`config.mk`:
```
export PLATFORM = sky130hd
export DESIGN_NAME = dmx_exec
export DESIGN_NICKNAME = d
export VERILOG_FILES = /design/src/dmx_pkg.sv /design/src/dmx_addr.sv /design/src/dmx_exec.sv
export SDC_FILE = /design/constraint.sdc
export NUM_CORES = 1
export LEC_CHECK = 0
export BUFFER_PORTS_ARGS = -buffer_cell sky130_fd_sc_hd__buf_2
export CORE_UTILIZATION = 51
export CTS_BUF_LIST = sky130_fd_sc_hd__clkbuf_2
export CTS_CLUSTER_SIZE = 10
export DETAILED_ROUTE_END_ITERATION = 10
export GPL_ROUTABILITY_DRIVEN = 1
export HOLD_SLACK_MARGIN = 0.03
export PLACE_DENSITY_LB_ADDON = 0.2
export SLEW_MARGIN = 10
export SYNTH_ARGS = -nofsm -noshare
export SYNTH_HDL_FRONTEND = slang
export SYNTH_SLANG_ARGS = --single-unit
```
`constraint.sdc`:
```
create_clock -name i_mclk -period 2.3 [get_ports i_mclk]
set_clock_uncertainty 0.2 [all_clocks]
set_input_delay 0.23 -clock i_mclk [delete_from_list [all_inputs] [get_ports i_mclk]]
set_output_delay 0.23 -clock i_mclk [all_outputs]
set_load 0.02 [all_outputs]
```
`src/dmx_pkg.sv`:
```
// Constants and types for the data-move execute block.
// Assumes an instruction word of 16 bits and a 4096-byte data space.
package dmx_pkg;

    // ------------------------------------------------------------
    // Widths
    // ------------------------------------------------------------
    localparam int          INSTR_W        = 16;
    localparam int          DATA_W         = 8;
    localparam int          ADDR_W         = 12;
    localparam int          BANK_W         = 4;

    // ------------------------------------------------------------
    // Encodings
    // ------------------------------------------------------------
    localparam logic [5:0]  ENC_MOVE_FILE  = 6'h14;
    localparam logic [6:0]  ENC_STORE_W    = 7'h37;
    localparam logic [7:0]  ENC_LOAD_W_LIT = 8'h0e;
    localparam logic [7:0]  ENC_LOAD_BANK  = 8'h01;
    localparam logic [3:0]  ENC_FF_FIRST   = 4'hc;
    localparam logic [3:0]  ENC_FF_SECOND  = 4'hf;

    // ------------------------------------------------------------
    // Field positions and address constants
    // ------------------------------------------------------------
    localparam int          BIT_DEST       = 9;
    localparam int          BIT_ACCESS     = 8;
    localparam logic [7:0]  INDEXED_MAX    = 8'h5f;
    localparam logic [3:0]  ACCESS_LO_PAGE = 4'h0;
    localparam logic [3:0]  ACCESS_HI_PAGE = 4'hf;
    localparam logic [3:0]  BANK_UPPER_RST = 4'h0;
    localparam logic [11:0] WORKING_ADDR_DFLT = 12'hfe8;

    // ------------------------------------------------------------
    // Reset values
    // ------------------------------------------------------------
    localparam logic [7:0]  WORKING_RST    = 8'h00;
    localparam logic [3:0]  BANK_RST       = 4'h0;

    typedef enum logic [1:0] {
        PH_DECODE,
        PH_READ,
        PH_PROCESS,
        PH_WRITE
    } dmx_phase_t;

    typedef enum logic [2:0] {
        OP_NONE,
        OP_MOVE_FILE,
        OP_STORE_W,
        OP_LOAD_W_LIT,
        OP_LOAD_BANK,
        OP_FF_SRC,
        OP_FF_DST
    } dmx_op_t;

endpackage

```
`src/dmx_addr.sv`:
```
// Effective data address for an 8-bit file field.
// Assumes bank and index base are stable in the decode phase.
`timescale 1ns/1ps
module dmx_addr (
    // File field and selectors
    input  wire logic [7:0]  i_file,
    input  wire logic        i_banked,
    input  wire logic [3:0]  i_bank,
    input  wire logic        i_ext_en,
    input  wire logic [11:0] i_index_base,
    // Result
    output logic      [11:0] o_addr
);
    import dmx_pkg::*;

    always_comb begin
        if (i_banked) begin
            o_addr = {i_bank, i_file};
        end else if (i_ext_en && (i_file <= INDEXED_MAX)) begin
            o_addr = i_index_base + {ACCESS_LO_PAGE, i_file};
        end else if (i_file[7]) begin
            o_addr = {ACCESS_HI_PAGE, i_file};
        end else begin
            o_addr = {ACCESS_LO_PAGE, i_file};
        end
    end

endmodule

```
`src/dmx_exec.sv`:
```
// Execute logic for the data-move instruction group.
// Assumes an external data memory answering a read one cycle after its strobe.
`timescale 1ns/1ps
module dmx_exec #(
    parameter logic [11:0] WORKING_ADDR = dmx_pkg::WORKING_ADDR_DFLT,
    parameter int          ADDR_W       = dmx_pkg::ADDR_W
) (
    // Clock and reset
    input  wire logic                      i_mclk,
    input  wire logic                      i_rst,
    // Instruction feed
    input  wire logic [dmx_pkg::INSTR_W-1:0] i_instr,
    input  wire logic                      i_instr_valid,
    input  wire logic                      i_ext_en,
    input  wire logic [11:0]               i_index_base,
    // Data memory read
    output logic                           o_rd_en,
    output logic      [11:0]               o_rd_addr,
    input  wire logic [7:0]                i_rd_data,
    // Data memory write
    output logic                           o_wr_en,
    output logic      [11:0]               o_wr_addr,
    output logic      [7:0]                o_wr_data,
    // Core state
    output logic      [7:0]                o_working,
    output logic      [7:0]                o_bank_select_register,
    output logic                           o_flag_n,
    output logic                           o_flag_z,
    output logic      [1:0]                o_phase,
    output logic                           o_second_word_wait,
    output logic                           o_done
);
    import dmx_pkg::*;

    // ------------------------------------------------------------
    // Elaboration checks
    // ------------------------------------------------------------
    if (ADDR_W != 12) begin : g_bad_width
        $error("dmx_exec serves a 12-bit data space only");
    end

    dmx_phase_t  phase;
    dmx_op_t     op;
    dmx_op_t     next_op;
    logic [7:0]  lit;
    logic        dest_file;
    logic [11:0] tgt;
    logic [11:0] next_tgt;
    logic [11:0] res_addr;
    logic [7:0]  opnd;
    logic [7:0]  ff_data;
    logic [7:0]  operand_now;
    logic        tgt_is_w;

    // ------------------------------------------------------------
    // Phase sequencer
    // ------------------------------------------------------------
    always_ff @(posedge i_mclk or posedge i_rst) begin
        if (i_rst) begin
            phase <= PH_DECODE;
        end else begin
            case (phase)
                PH_DECODE:  phase <= PH_READ;
                PH_READ:    phase <= PH_PROCESS;
                PH_PROCESS: phase <= PH_WRITE;
                PH_WRITE:   phase <= PH_DECODE;
                default:    phase <= PH_DECODE;
            endcase
        end
    end

    always_ff @(posedge i_mclk or posedge i_rst) begin
        if (i_rst) begin
            o_phase <= 2'h0;
        end else begin
            o_phase <= 2'(phase + 2'h1);
        end
    end

    // ------------------------------------------------------------
    // Decode
    // ------------------------------------------------------------
    dmx_addr dmx_addr_inst (
        .i_file       (i_instr[7:0]),
        .i_banked     (i_instr[BIT_ACCESS]),
        .i_bank       (o_bank_select_register[BANK_W-1:0]),
        .i_ext_en     (i_ext_en),
        .i_index_base (i_index_base),
        .o_addr       (res_addr)
    );

    always_comb begin
        next_op = OP_NONE;
        if (!i_instr_valid) begin
            next_op = OP_NONE;
        end else if (o_second_word_wait) begin
            // A wrong second word drops the pending move
            if (i_instr[15:12] == ENC_FF_SECOND) begin
                next_op = OP_FF_DST;
            end
        end else if (i_instr[15:10] == ENC_MOVE_FILE) begin
            next_op = OP_MOVE_FILE;
        end else if (i_instr[15:9] == ENC_STORE_W) begin
            next_op = OP_STORE_W;
        end else if (i_instr[15:8] == ENC_LOAD_W_LIT) begin
            next_op = OP_LOAD_W_LIT;
        end else if (i_instr[15:8] == ENC_LOAD_BANK) begin
            next_op = OP_LOAD_BANK;
        end else if (i_instr[15:12] == ENC_FF_FIRST) begin
            next_op = OP_FF_SRC;
        end
        if ((next_op == OP_FF_SRC) || (next_op == OP_FF_DST)) begin
            next_tgt = i_instr[11:0];
        end else begin
            next_tgt = res_addr;
        end
    end

    always_ff @(posedge i_mclk or posedge i_rst) begin
        if (i_rst) begin
            op        <= OP_NONE;
            lit       <= 8'h00;
            dest_file <= 1'b0;
            tgt       <= 12'h000;
        end else if (phase == PH_DECODE) begin
            op        <= next_op;
            lit       <= i_instr[7:0];
            dest_file <= i_instr[BIT_DEST];
            tgt       <= next_tgt;
        end
    end

    assign tgt_is_w = (tgt == WORKING_ADDR);

    // ------------------------------------------------------------
    // Operand read
    // ------------------------------------------------------------
    always_ff @(posedge i_mclk or posedge i_rst) begin
        if (i_rst) begin
            o_rd_en   <= 1'b0;
            o_rd_addr <= 12'h000;
        end else if (phase == PH_DECODE) begin
            // Working register is read internally, not from memory
            o_rd_en   <= ((next_op == OP_MOVE_FILE) || (next_op == OP_FF_SRC)) &&
                         (next_tgt != WORKING_ADDR);
            o_rd_addr <= next_tgt;
        end else begin
            o_rd_en   <= 1'b0;
        end
    end

    assign operand_now = tgt_is_w ? o_working : i_rd_data;

    always_ff @(posedge i_mclk or posedge i_rst) begin
        if (i_rst) begin
            opnd    <= 8'h00;
            ff_data <= 8'h00;
        end else if (phase == PH_PROCESS) begin
            opnd <= operand_now;
            if (op == OP_FF_SRC) begin
                ff_data <= operand_now;
            end
        end
    end

    // ------------------------------------------------------------
    // Destination write
    // ------------------------------------------------------------
    always_ff @(posedge i_mclk or posedge i_rst) begin
        if (i_rst) begin
            o_wr_en   <= 1'b0;
            o_wr_addr <= 12'h000;
            o_wr_data <= 8'h00;
        end else if (phase == PH_PROCESS) begin
            o_wr_addr <= tgt;
            o_wr_en   <= 1'b0;
            o_wr_data <= operand_now;
            case (op)
                OP_MOVE_FILE: begin
                    o_wr_en   <= dest_file && !tgt_is_w;
                    o_wr_data <= operand_now;
                end
                OP_STORE_W: begin
                    o_wr_en   <= !tgt_is_w;
                    o_wr_data <= o_working;
                end
                OP_FF_DST: begin
                    o_wr_en   <= !tgt_is_w;
                    o_wr_data <= ff_data;
                end
                default: begin
                    o_wr_en   <= 1'b0;
                end
            endcase
        end else begin
            o_wr_en <= 1'b0;
        end
    end

    // ------------------------------------------------------------
    // Working register and flags
    // ------------------------------------------------------------
    always_ff @(posedge i_mclk or posedge i_rst) begin
        if (i_rst) begin
            o_working <= WORKING_RST;
        end else if (phase == PH_WRITE) begin
            case (op)
                OP_MOVE_FILE: begin
                    if (!dest_file || tgt_is_w) begin
                        o_working <= opnd;
                    end
                end
                OP_LOAD_W_LIT: o_working <= lit;
                OP_FF_DST: begin
                    if (tgt_is_w) begin
                        o_working <= ff_data;
                    end
                end
                default: o_working <= o_working;
            endcase
        end
    end

    // Only the register move touches negative and zero
    always_ff @(posedge i_mclk or posedge i_rst) begin
        if (i_rst) begin
            o_flag_n <= 1'b0;
            o_flag_z <= 1'b0;
        end else if ((phase == PH_WRITE) && (op == OP_MOVE_FILE)) begin
            o_flag_n <= opnd[DATA_W-1];
            o_flag_z <= (opnd == 8'h00);
        end
    end

    // ------------------------------------------------------------
    // Bank select
    // ------------------------------------------------------------
    always_ff @(posedge i_mclk or posedge i_rst) begin
        if (i_rst) begin
            o_bank_select_register <= {BANK_UPPER_RST, BANK_RST};
        end else if ((phase == PH_WRITE) && (op == OP_LOAD_BANK)) begin
            o_bank_select_register <= {BANK_UPPER_RST, lit[BANK_W-1:0]};
        end
    end

    // ------------------------------------------------------------
    // Two-word move tracking and completion
    // ------------------------------------------------------------
    always_ff @(posedge i_mclk or posedge i_rst) begin
        if (i_rst) begin
            o_second_word_wait <= 1'b0;
        end else if ((phase == PH_WRITE) && (op == OP_FF_SRC)) begin
            o_second_word_wait <= 1'b1;
        end else if ((phase == PH_DECODE) && i_instr_valid) begin
            o_second_word_wait <= 1'b0;
        end
    end

    always_ff @(posedge i_mclk or posedge i_rst) begin
        if (i_rst) begin
            o_done <= 1'b0;
        end else begin
            o_done <= (phase == PH_WRITE) && (op != OP_NONE) && (op != OP_FF_SRC);
        end
    end

endmodule

```
==> results list, run 1 <==
- Counting both buffers and inverters, the worst setup path holds a total of 2.
- The largest individual stage delay along the critical path comes from the cell or4b_4.
- In this run the remaining antenna-violating nets after routing total 0.
- STA classifies the critical path endpoint as a flip-flop.
- Among all flip-flop cells after synthesis, the most frequent one is dfrtp_1.
- Top cell type by total area after synthesis: dfrtp_1
- For the worst setup path, the data arrival time is 2.60 ns.
- Area Overhead vs Synth: 30.6%
* Post-synthesis adder-cell area fraction: 3.89%
- In this run, synthesis produced a sequential element count of 81.
* Required time at the endpoint of the critical path: 2.50 ns
- After synthesis, the share of flip-flops with an asynchronous set or reset is 100%.
- Critical path launch point type: flip-flop
- The floorplan step set the die height to 94.7 um.
* Setup-violating endpoint count in the final report: 9
- Along the worst path, the maximum fanout reaches 8.
- Final Hold Violating Endpoints: 0
* Layout cells sized above 1: 32.9%
- For this run, the register share of the synthesized area comes to 46.3%.
- Area taken by multi-input logic gates: 2260 sq um
- Boundary Pins: 96
- For this block, the via count after detailed routing is 3982.
- In this design, the stage delay of the slowest critical-path cell is 0.55 ns.
- Highest metal layer with signal wires: met4
- The cell sitting at the root of the clock tree is a clkbuf_2.
- The synthesized netlist devotes 13.2% of its cell area to simple gates.
* Hold Slack: 0.0730 ns
- H-tree lvl count: 3
- Total routing resource utilization after global routing: 27.1%
- Post-detailed-route via-to-cell ratio: 5.59
* Clk_lat worst skew: 0.51 ns
* Min Tclk post-route: 2.40 ns
* Max-cap violations: 0
* Multiplexer area fraction after synthesis: 12.2%
- Synthesized netlist cell count: 442
- Number of clock sinks: 81
* Final Cell Area: 5720 sq um
* Horizontal die dimension: 94.7 um
- Row generation in the floorplan step produced 33 rows.
* Number of antenna diodes: 0
* Final core utilization: 69.2%
- The detailed router put a total of 5170 um of wire on met1.
- The pre-antenna-repair detailed-routing pass consisted of 4 iterations.
- Max frequency: 416 MHz
- Buffers inserted during clock tree synthesis total 9.
- Leading post-synthesis cells by cell area: dfrtp_1 46%, mux2_2 5.4%, a21oi_1 4.1%, ha_1 3.4%, mux2i_1 3.4%
* Ordered cell list for the critical path: or4b_4 > nor3_4 > inv_2 > a21oi_2 > a21oi_1 > nor2b_1 > buf_6 > mux2_4
* Number of design rule violations left after detail routing: 0
* Total die area: 8960 sq um
* Violated checks: setup timing
- Port buffer count: 91
* First-pass GRT wire length: 18700 um
- Ys Warns: 0
- Setup repair after global routing could not meet its margin everywhere.
- Mean instance size in the synthesized netlist: 9.91 sq um
- Number of distinct library cells after synthesis: 55
* Area share of the largest cell type after synthesis: 46.3%
- After detailed placement, the total cell area comes to 5280 sq um.
- Critical path class: reg2reg
- Entering global routing, the biggest net connects 82 pins.
* Routed wirelength normalized by instance count: 16.1 um
- At the pin with the least slew margin, the transition time is 0.535 ns.
* Via count of the first global-routing pass: 3845
- The run finished, with violations left.
- PwrDens: 503 nW/um^2
- Routed wl met2: 5740 um
* Buffer depth of the longest clock path: 2
- Clock-pin slew was measured on the worst setup and hold paths at 0.21 ns.
- The number of antenna violations at the first check in global routing was 0.
* Synthesized-area fraction occupied by xor and xnor cells: 1.20%
- The library cell used most frequently in the layout, excluding fill and tap cells, is buf_2.
- Kind of cell adding the most delay to the critical path: simple AND/OR/NAND/NOR gates
- Highest-count cells in the layout ignoring fill and taps: 91 x buf_2, 79 x dfrtp_1, 49 x buf_4
- Number of DRC markers in iteration 0: 168
- Register area: 2030 sq um
- TritonCTS built the clock tree.
* Path class of the lowest-slack min-delay path: in2reg
* Pleak: 2.70 nW
* Post-synthesis compound-gate area fraction: 18.9%
* Met3 wire len: 488 um
- Layout net count: 655
- Starting Density: 53.0%
- The synthesized design contains 0 enable-type register cells.
- After layout, the worst setup slack is -0.103 ns.
* Core outline area: 8260 sq um
- Register-to-Register Setup Slack: -0.10 ns
- Combinational family with the most area after synthesis: compound AO/OA/AOI/OAI gates
- Fin crit share: 104%
* Dpl hpwl: 8430 um
* Fin. max-slew vios: 0
* Number of inserted filler cells in the final layout: 688
- Worst slack at placement: -0.359 ns
- Headroom to the max-slew limit came out at 64.3%.
- Summed over all layers, the global routing overflow is 0.
- Routability-driven placement finished with a final weighted congestion of 0.809.
- After detailed routing, the total wire length is 11500 um.
* Highest ir drop seen on vdd: 0.540 mV
* Summed instance area of the synthesized netlist: 4380 sq um
[stage by stage]
| stage | TNS [ns] | std cells | power, mW |
|---|---|---|---|
| after floorplan | 0 | 445 | 1.94 |
| after global placement | -1.41 | 667 | 2.21 |
| after detailed placement | -2.12 | 667 | 2.22 |
| after CTS | -0.510 | 713 | 2.88 |
| after global routing | -1.98 | 712 | 3.02 |
| final | -0.749 | 712 | 2.88 |
[layer usage]
layer / GRT usage, % / up-vias
met4: 6.44 / 0
met5: 0 / -
met2: 45.4 / 96
li1: - / 1932
met3: 5.07 / 8
met1: 36.4 / 1946
[worst paths after layout]
kind,from,end,depth (start not counted)
max reg2reg,o_rd_addr[1],o_working[5],8
max in group asynchronous,i_rst,lit[4],4
max,o_rd_addr[1],o_working[5],8
min in group asynchronous,i_rst,o_bank_select_register[3],4
min reg2reg,phase[0],o_phase[0],1
min,i_index_base[1],o_rd_addr[1],4
[report_power, final]
group	internal, mW	total, mW	switching, mW
combinational	0.315	0.671	0.356
clock	0.148	0.627	0.479
sequential	1.51	1.58	0.0702
total	1.97	2.88	0.906
[logic make-up after synthesis]
kind of cell / Yosys count
fa+ha+maj: 13
compound gates: 131
other cells: 1
mux: 49
xor+xnor: 6
buf+inv: 44
simple gates: 117
flops: 81
[cell type report]
type	count	share of cell area, %
Clock inverter	5	0.547
Tap cell	105	2.30
Clock buffer	11	0.963
Multi-Input combinational cell	320	39.5
Sequential cell	81	35.5
Inverter	20	1.38
Timing Repair Buffer	170	19.8
[registers in the layout, summed over array words and instances (netlist names), 2 cells and up]
register / flops
op: 3
opnd: 8
o_rd_addr: 12
o_working: 8
lit: 8
o_wr_addr: 12
ff_data: 8
o_phase: 2
o_wr_data: 8
o_bank_select_register: 4
[repair_timing]
action / CTS / global route
hold buffers: 28 / 1
buffers inserted: 2 / 1
pin swaps: 1 / 5
gates resized for setup: 5 / 12
hold endpoints to repair: 130 / 2
setup endpoints to repair: 16 / 17
[synth_stat cells, drive strengths merged, types with 10 or more instances]
library cell / count
dfrtp: 81
a21oi: 36
mux2: 34
nor2: 34
nand2: 31
o21ai: 30
inv: 20
clkbuf: 15
mux2i: 15
o22ai: 14
o22a: 13
ha: 12
nor3: 10
o211ai: 10
[worst min-delay path: stages]
cell and delay [ns]:
buf_2 0.11, fa_2 0.21, mux2i_1 0.07, a21oi_1 0.13
No activity file was read; power rests on OpenSTA's default activity.
==> run 2, diff against run 1 <==
Clock period 2.3 ns to 2 ns, I/O delays scaled along.
==> run 2 against run 1 <==
The flow still finishes with violations (setup timing). Clock power grew 12%. Register-to-register slack lost 0.31 ns. Sequential power grew 15%. Critical path depth is the same. Sequential cell count is the same. Worst setup slack lost 0.31 ns. Total power grew 19%. Combinational power grew 35%. Via count grew 6.3%. Largest power group unchanged.
==> results list, run 2 (same netlist as run 1, synthesis figures left out) <==
- The clock slew seen by the registers of the worst setup and hold paths was 0.22 ns (was 0.21 ns).
- The timing startpoint of the critical path is o_rd_addr[1] (unchanged).
- The sum of net half-perimeters after detailed placement came to 8850 um (was 8430 um).
- The die width is 94.7 um (unchanged).
* Number of inserted filler cells in the final layout: 566 (was 688)
* Register-to-Register Setup Slack: -0.41 ns (was -0.10 ns)
* Max-cap violations: 0 (unchanged)
- Clock buffers created by TritonCTS: 9 (unchanged)
- The number of setup violations in the final report is 33 (was 9).
- The number of global-route vias before repair was 3962 (was 3845).
- The final count of hold timing violations was 0 (unchanged).
* Number of design rule violations left after detail routing: 0 (unchanged)
- Number of clock sinks: 81 (unchanged)
* Worst setup EP type: flip-flop (unchanged)
* Leading cell type in the layout, fill and taps excluded: buf_2 (unchanged)
* Destination of the critical timing path: o_working[5] (unchanged)
* Share of total power in sequential cells: 53.0% (was 54.9%)
- The slew at the pin with the worst max-slew slack is 0.604 ns (was 0.535 ns).
* Via total after detailed routing: 4234 (was 3982)
- The worst setup slack after layout is -0.415 ns (was -0.103 ns).
* Unrepaired setup endpoints after global routing: true (unchanged)
* Buf+Inv Stages, Crit Path: 2 (unchanged)
* Critical path class: reg2reg (unchanged)
- The cell that appears most often on the critical path is a21oi_1.
- The combinational fraction of design power was 26.5% (was 23.3%).
- Top flop regs: o_rd_addr (12), o_wr_addr (12) (unchanged)
- Ordered cell list for the critical path: or4b_4 > nor3_4 > inv_2 > a21oi_1 > a21oi_1 > nor2b_1 > buf_4 > mux2_4 (was or4b_4 > nor3_4 > inv_2 > a21oi_2 > a21oi_1 > nor2b_1 > buf_6 > mux2_4)
* Starting Density: 53.0% (unchanged)
* Met3 wire len: 713 um (was 488 um)
- Violated checks: setup timing (unchanged)
- Result of the run: complete, but fails checks (unchanged).
- The start of the worst register-to-register path is o_rd_addr[1] (unchanged).
- PwrDens: 539 nW/um^2 (was 503 nW/um^2)
- Overflow after GRT: 0 (unchanged)
- Number of DRC markers in iteration 0: 267 (was 168)
- The number of search-and-repair iterations in the first detailed-routing pass was 5 (was 4).
- Pleak: 2.94 nW (was 2.70 nW)
* Fin. max-slew vios: 0 (unchanged)
* Required time at the endpoint of the critical path: 2.21 ns (was 2.50 ns)
- Path class of the lowest-slack min-delay path: in2async (was in2reg)
- Total die area: 8960 sq um (unchanged)
- The tightest hold margin came to 0.0691 ns (was 0.0730 ns).
- Worst slew margin relative to its limit: 59.7% (was 64.3%)
- The overall track demand over capacity in global routing is 28.3% (was 27.1%).
- The kind of cell adding the most delay to the critical path was simple AND/OR/NAND/NOR gates (unchanged).
- The wire length on met2 came to 6030 um (was 5740 um).
* Number of antenna-violating nets in the routed design: 0 (unchanged)
- Max frequency: 414 MHz (was 416 MHz)
- The standard cell with the maximum stage delay on the critical path was or4b_4 (unchanged).
- Clk_lat worst skew: 0.52 ns (was 0.51 ns)
- Register area: 2030 sq um (about the same)
- Highest-count cells in the layout ignoring fill and taps: 91 x buf_2, 78 x dfrtp_1, 77 x buf_4 (was 91 x buf_2, 79 x dfrtp_1, 49 x buf_4)
- The average vias per placed instance came to 5.66 (was 5.59).
- Buffer depth of the longest clock path: 2 (unchanged)
- Layout cells sized above 1: 42.5% (was 32.9%)
- Internal power: 2.33 mW (was 1.97 mW)
- The multi-input combinational cell area is 2550 sq um (was 2260 sq um).
* First-pass GRT wire length: 19400 um (was 18700 um)
* Switching power total: 1.09 mW (was 906 uW)
* Capturing point of the worst reg2reg path: o_working[5] (unchanged)
* Port buffer count: 91 (unchanged)
* Routed wire length: 12300 um (was 11500 um)
- Critical path launch point type: flip-flop (unchanged)
- Overall power: 3.42 mW (was 2.88 mW)
- Number of antenna diodes: 0 (unchanged)
- Layout net count: 691 (was 655)
- Arrival time reported for the critical path endpoint: 2.63 ns (was 2.60 ns)
- The maximum number of pins on one net before global-route repair was 42 (was 82).
- Routed wirelength normalized by instance count: 16.4 um (was 16.1 um)
- Min Tclk post-route: 2.41 ns (was 2.40 ns)
- Die Y: 94.7 um (unchanged)
* Area Overhead vs Synth: 44.9% (was 30.6%)
- Gpl congestion: 0.901 (was 0.809)
- The largest incremental delay on the critical path was 0.55 ns (about the same).
* Clock tree from TritonCTS: yes (unchanged)
* Levels on crit path: 8 (unchanged)
- Highest metal layer with signal wires: met4 (unchanged)
- The number of H-tree levels is 3 (unchanged).
- Number of antenna violations at the first check in global routing: 0 (unchanged)
* Highest ir drop seen on vdd: 0.488 mV (was 0.540 mV)
* Peak fanout along the critical path: 4 (was 8)
- Part of the power in the clock network: 20.5% (was 21.8%)
- M1 wire length: 5360 um (was 5170 um)
- Cell chosen for the clock root: clkbuf_2 (unchanged)
* Core outline area: 8260 sq um (unchanged)
* Boundary Pins: 96 (unchanged)
- Row Count: 33 (unchanged)
- The length in cells of the worst reg-to-reg path is 8 (unchanged).
- Switching part of the total: 31.8% (was 31.5%)
* Fin crit share: 121% (was 104%)
[run 2: tightest hold or removal path, delay by kind of cell]
| family | cells | cell delay, ns |
|---|---|---|
| buf+inv | 3 | 1.07 |
[run 2: worst min path at each step]
stage / to / slack (ns) / cells after the start
2_1_floorplan: lit[2] / 0.12 / 2
3_3_place_gp: op[2] / 0.10 / 2
3_5_place_dp: op[2] / 0.10 / 2
4_1_cts: op[2] / 0.04 / 3
5_1_grt: op[2] / 0.06 / 3
6_report: o_wr_data[7] / 0.07 / 3
[run 2: per-stage QoR]
stage / utilization (%) / setup slack (ns) / cells / cell area (sq um) / TNS, ns
6_report: 76.9 / -0.415 / 748 / 6350 / -7.44
5_1_grt: 76.9 / -0.550 / 748 / 6350 / -11.30
4_1_cts: 74.4 / -0.408 / 739 / 6140 / -6.71
3_5_place_dp: 68.4 / -0.602 / 691 / 5650 / -8.05
3_3_place_gp: 68.4 / -0.454 / 691 / 5650 / -7.22
2_1_floorplan: - / -0.261 / 445 / 4560 / -4.25
[run 2: power groups by stage]
stage          registers, mW  clock network (mW)  logic, mW
2_1_floorplan           1.92                   0      0.349
3_3_place_gp            1.83                   0      0.781
3_5_place_dp            1.84                   0      0.802
4_1_cts                 1.81               0.729      0.875
5_1_grt                 1.82               0.794      0.975
6_report                1.81               0.702      0.904
[run 2: final cells by class]
class                           count  area share [%]
Clock inverter                      6           0.572
Inverter                           20            1.24
Timing Repair Buffer              206            23.1
Sequential cell                    81            32.0
Tap cell                          105            2.07
Multi-Input combinational cell    320            40.2
Clock buffer                       10           0.788
[run 2: per-layer routing]
metal	track usage, %	vias up
met5	0	-
met4	6.57	0
met3	6.52	17
met2	46.8	160
met1	37.7	2052
li1	-	2005
[run 2: timing repair]
action	in CTS	in global routing
setup endpoints to repair	36	41
pin swaps	8	8
hold buffers	30	0
hold endpoints to repair	130	0
buffers inserted	2	10
gates resized for setup	18	31
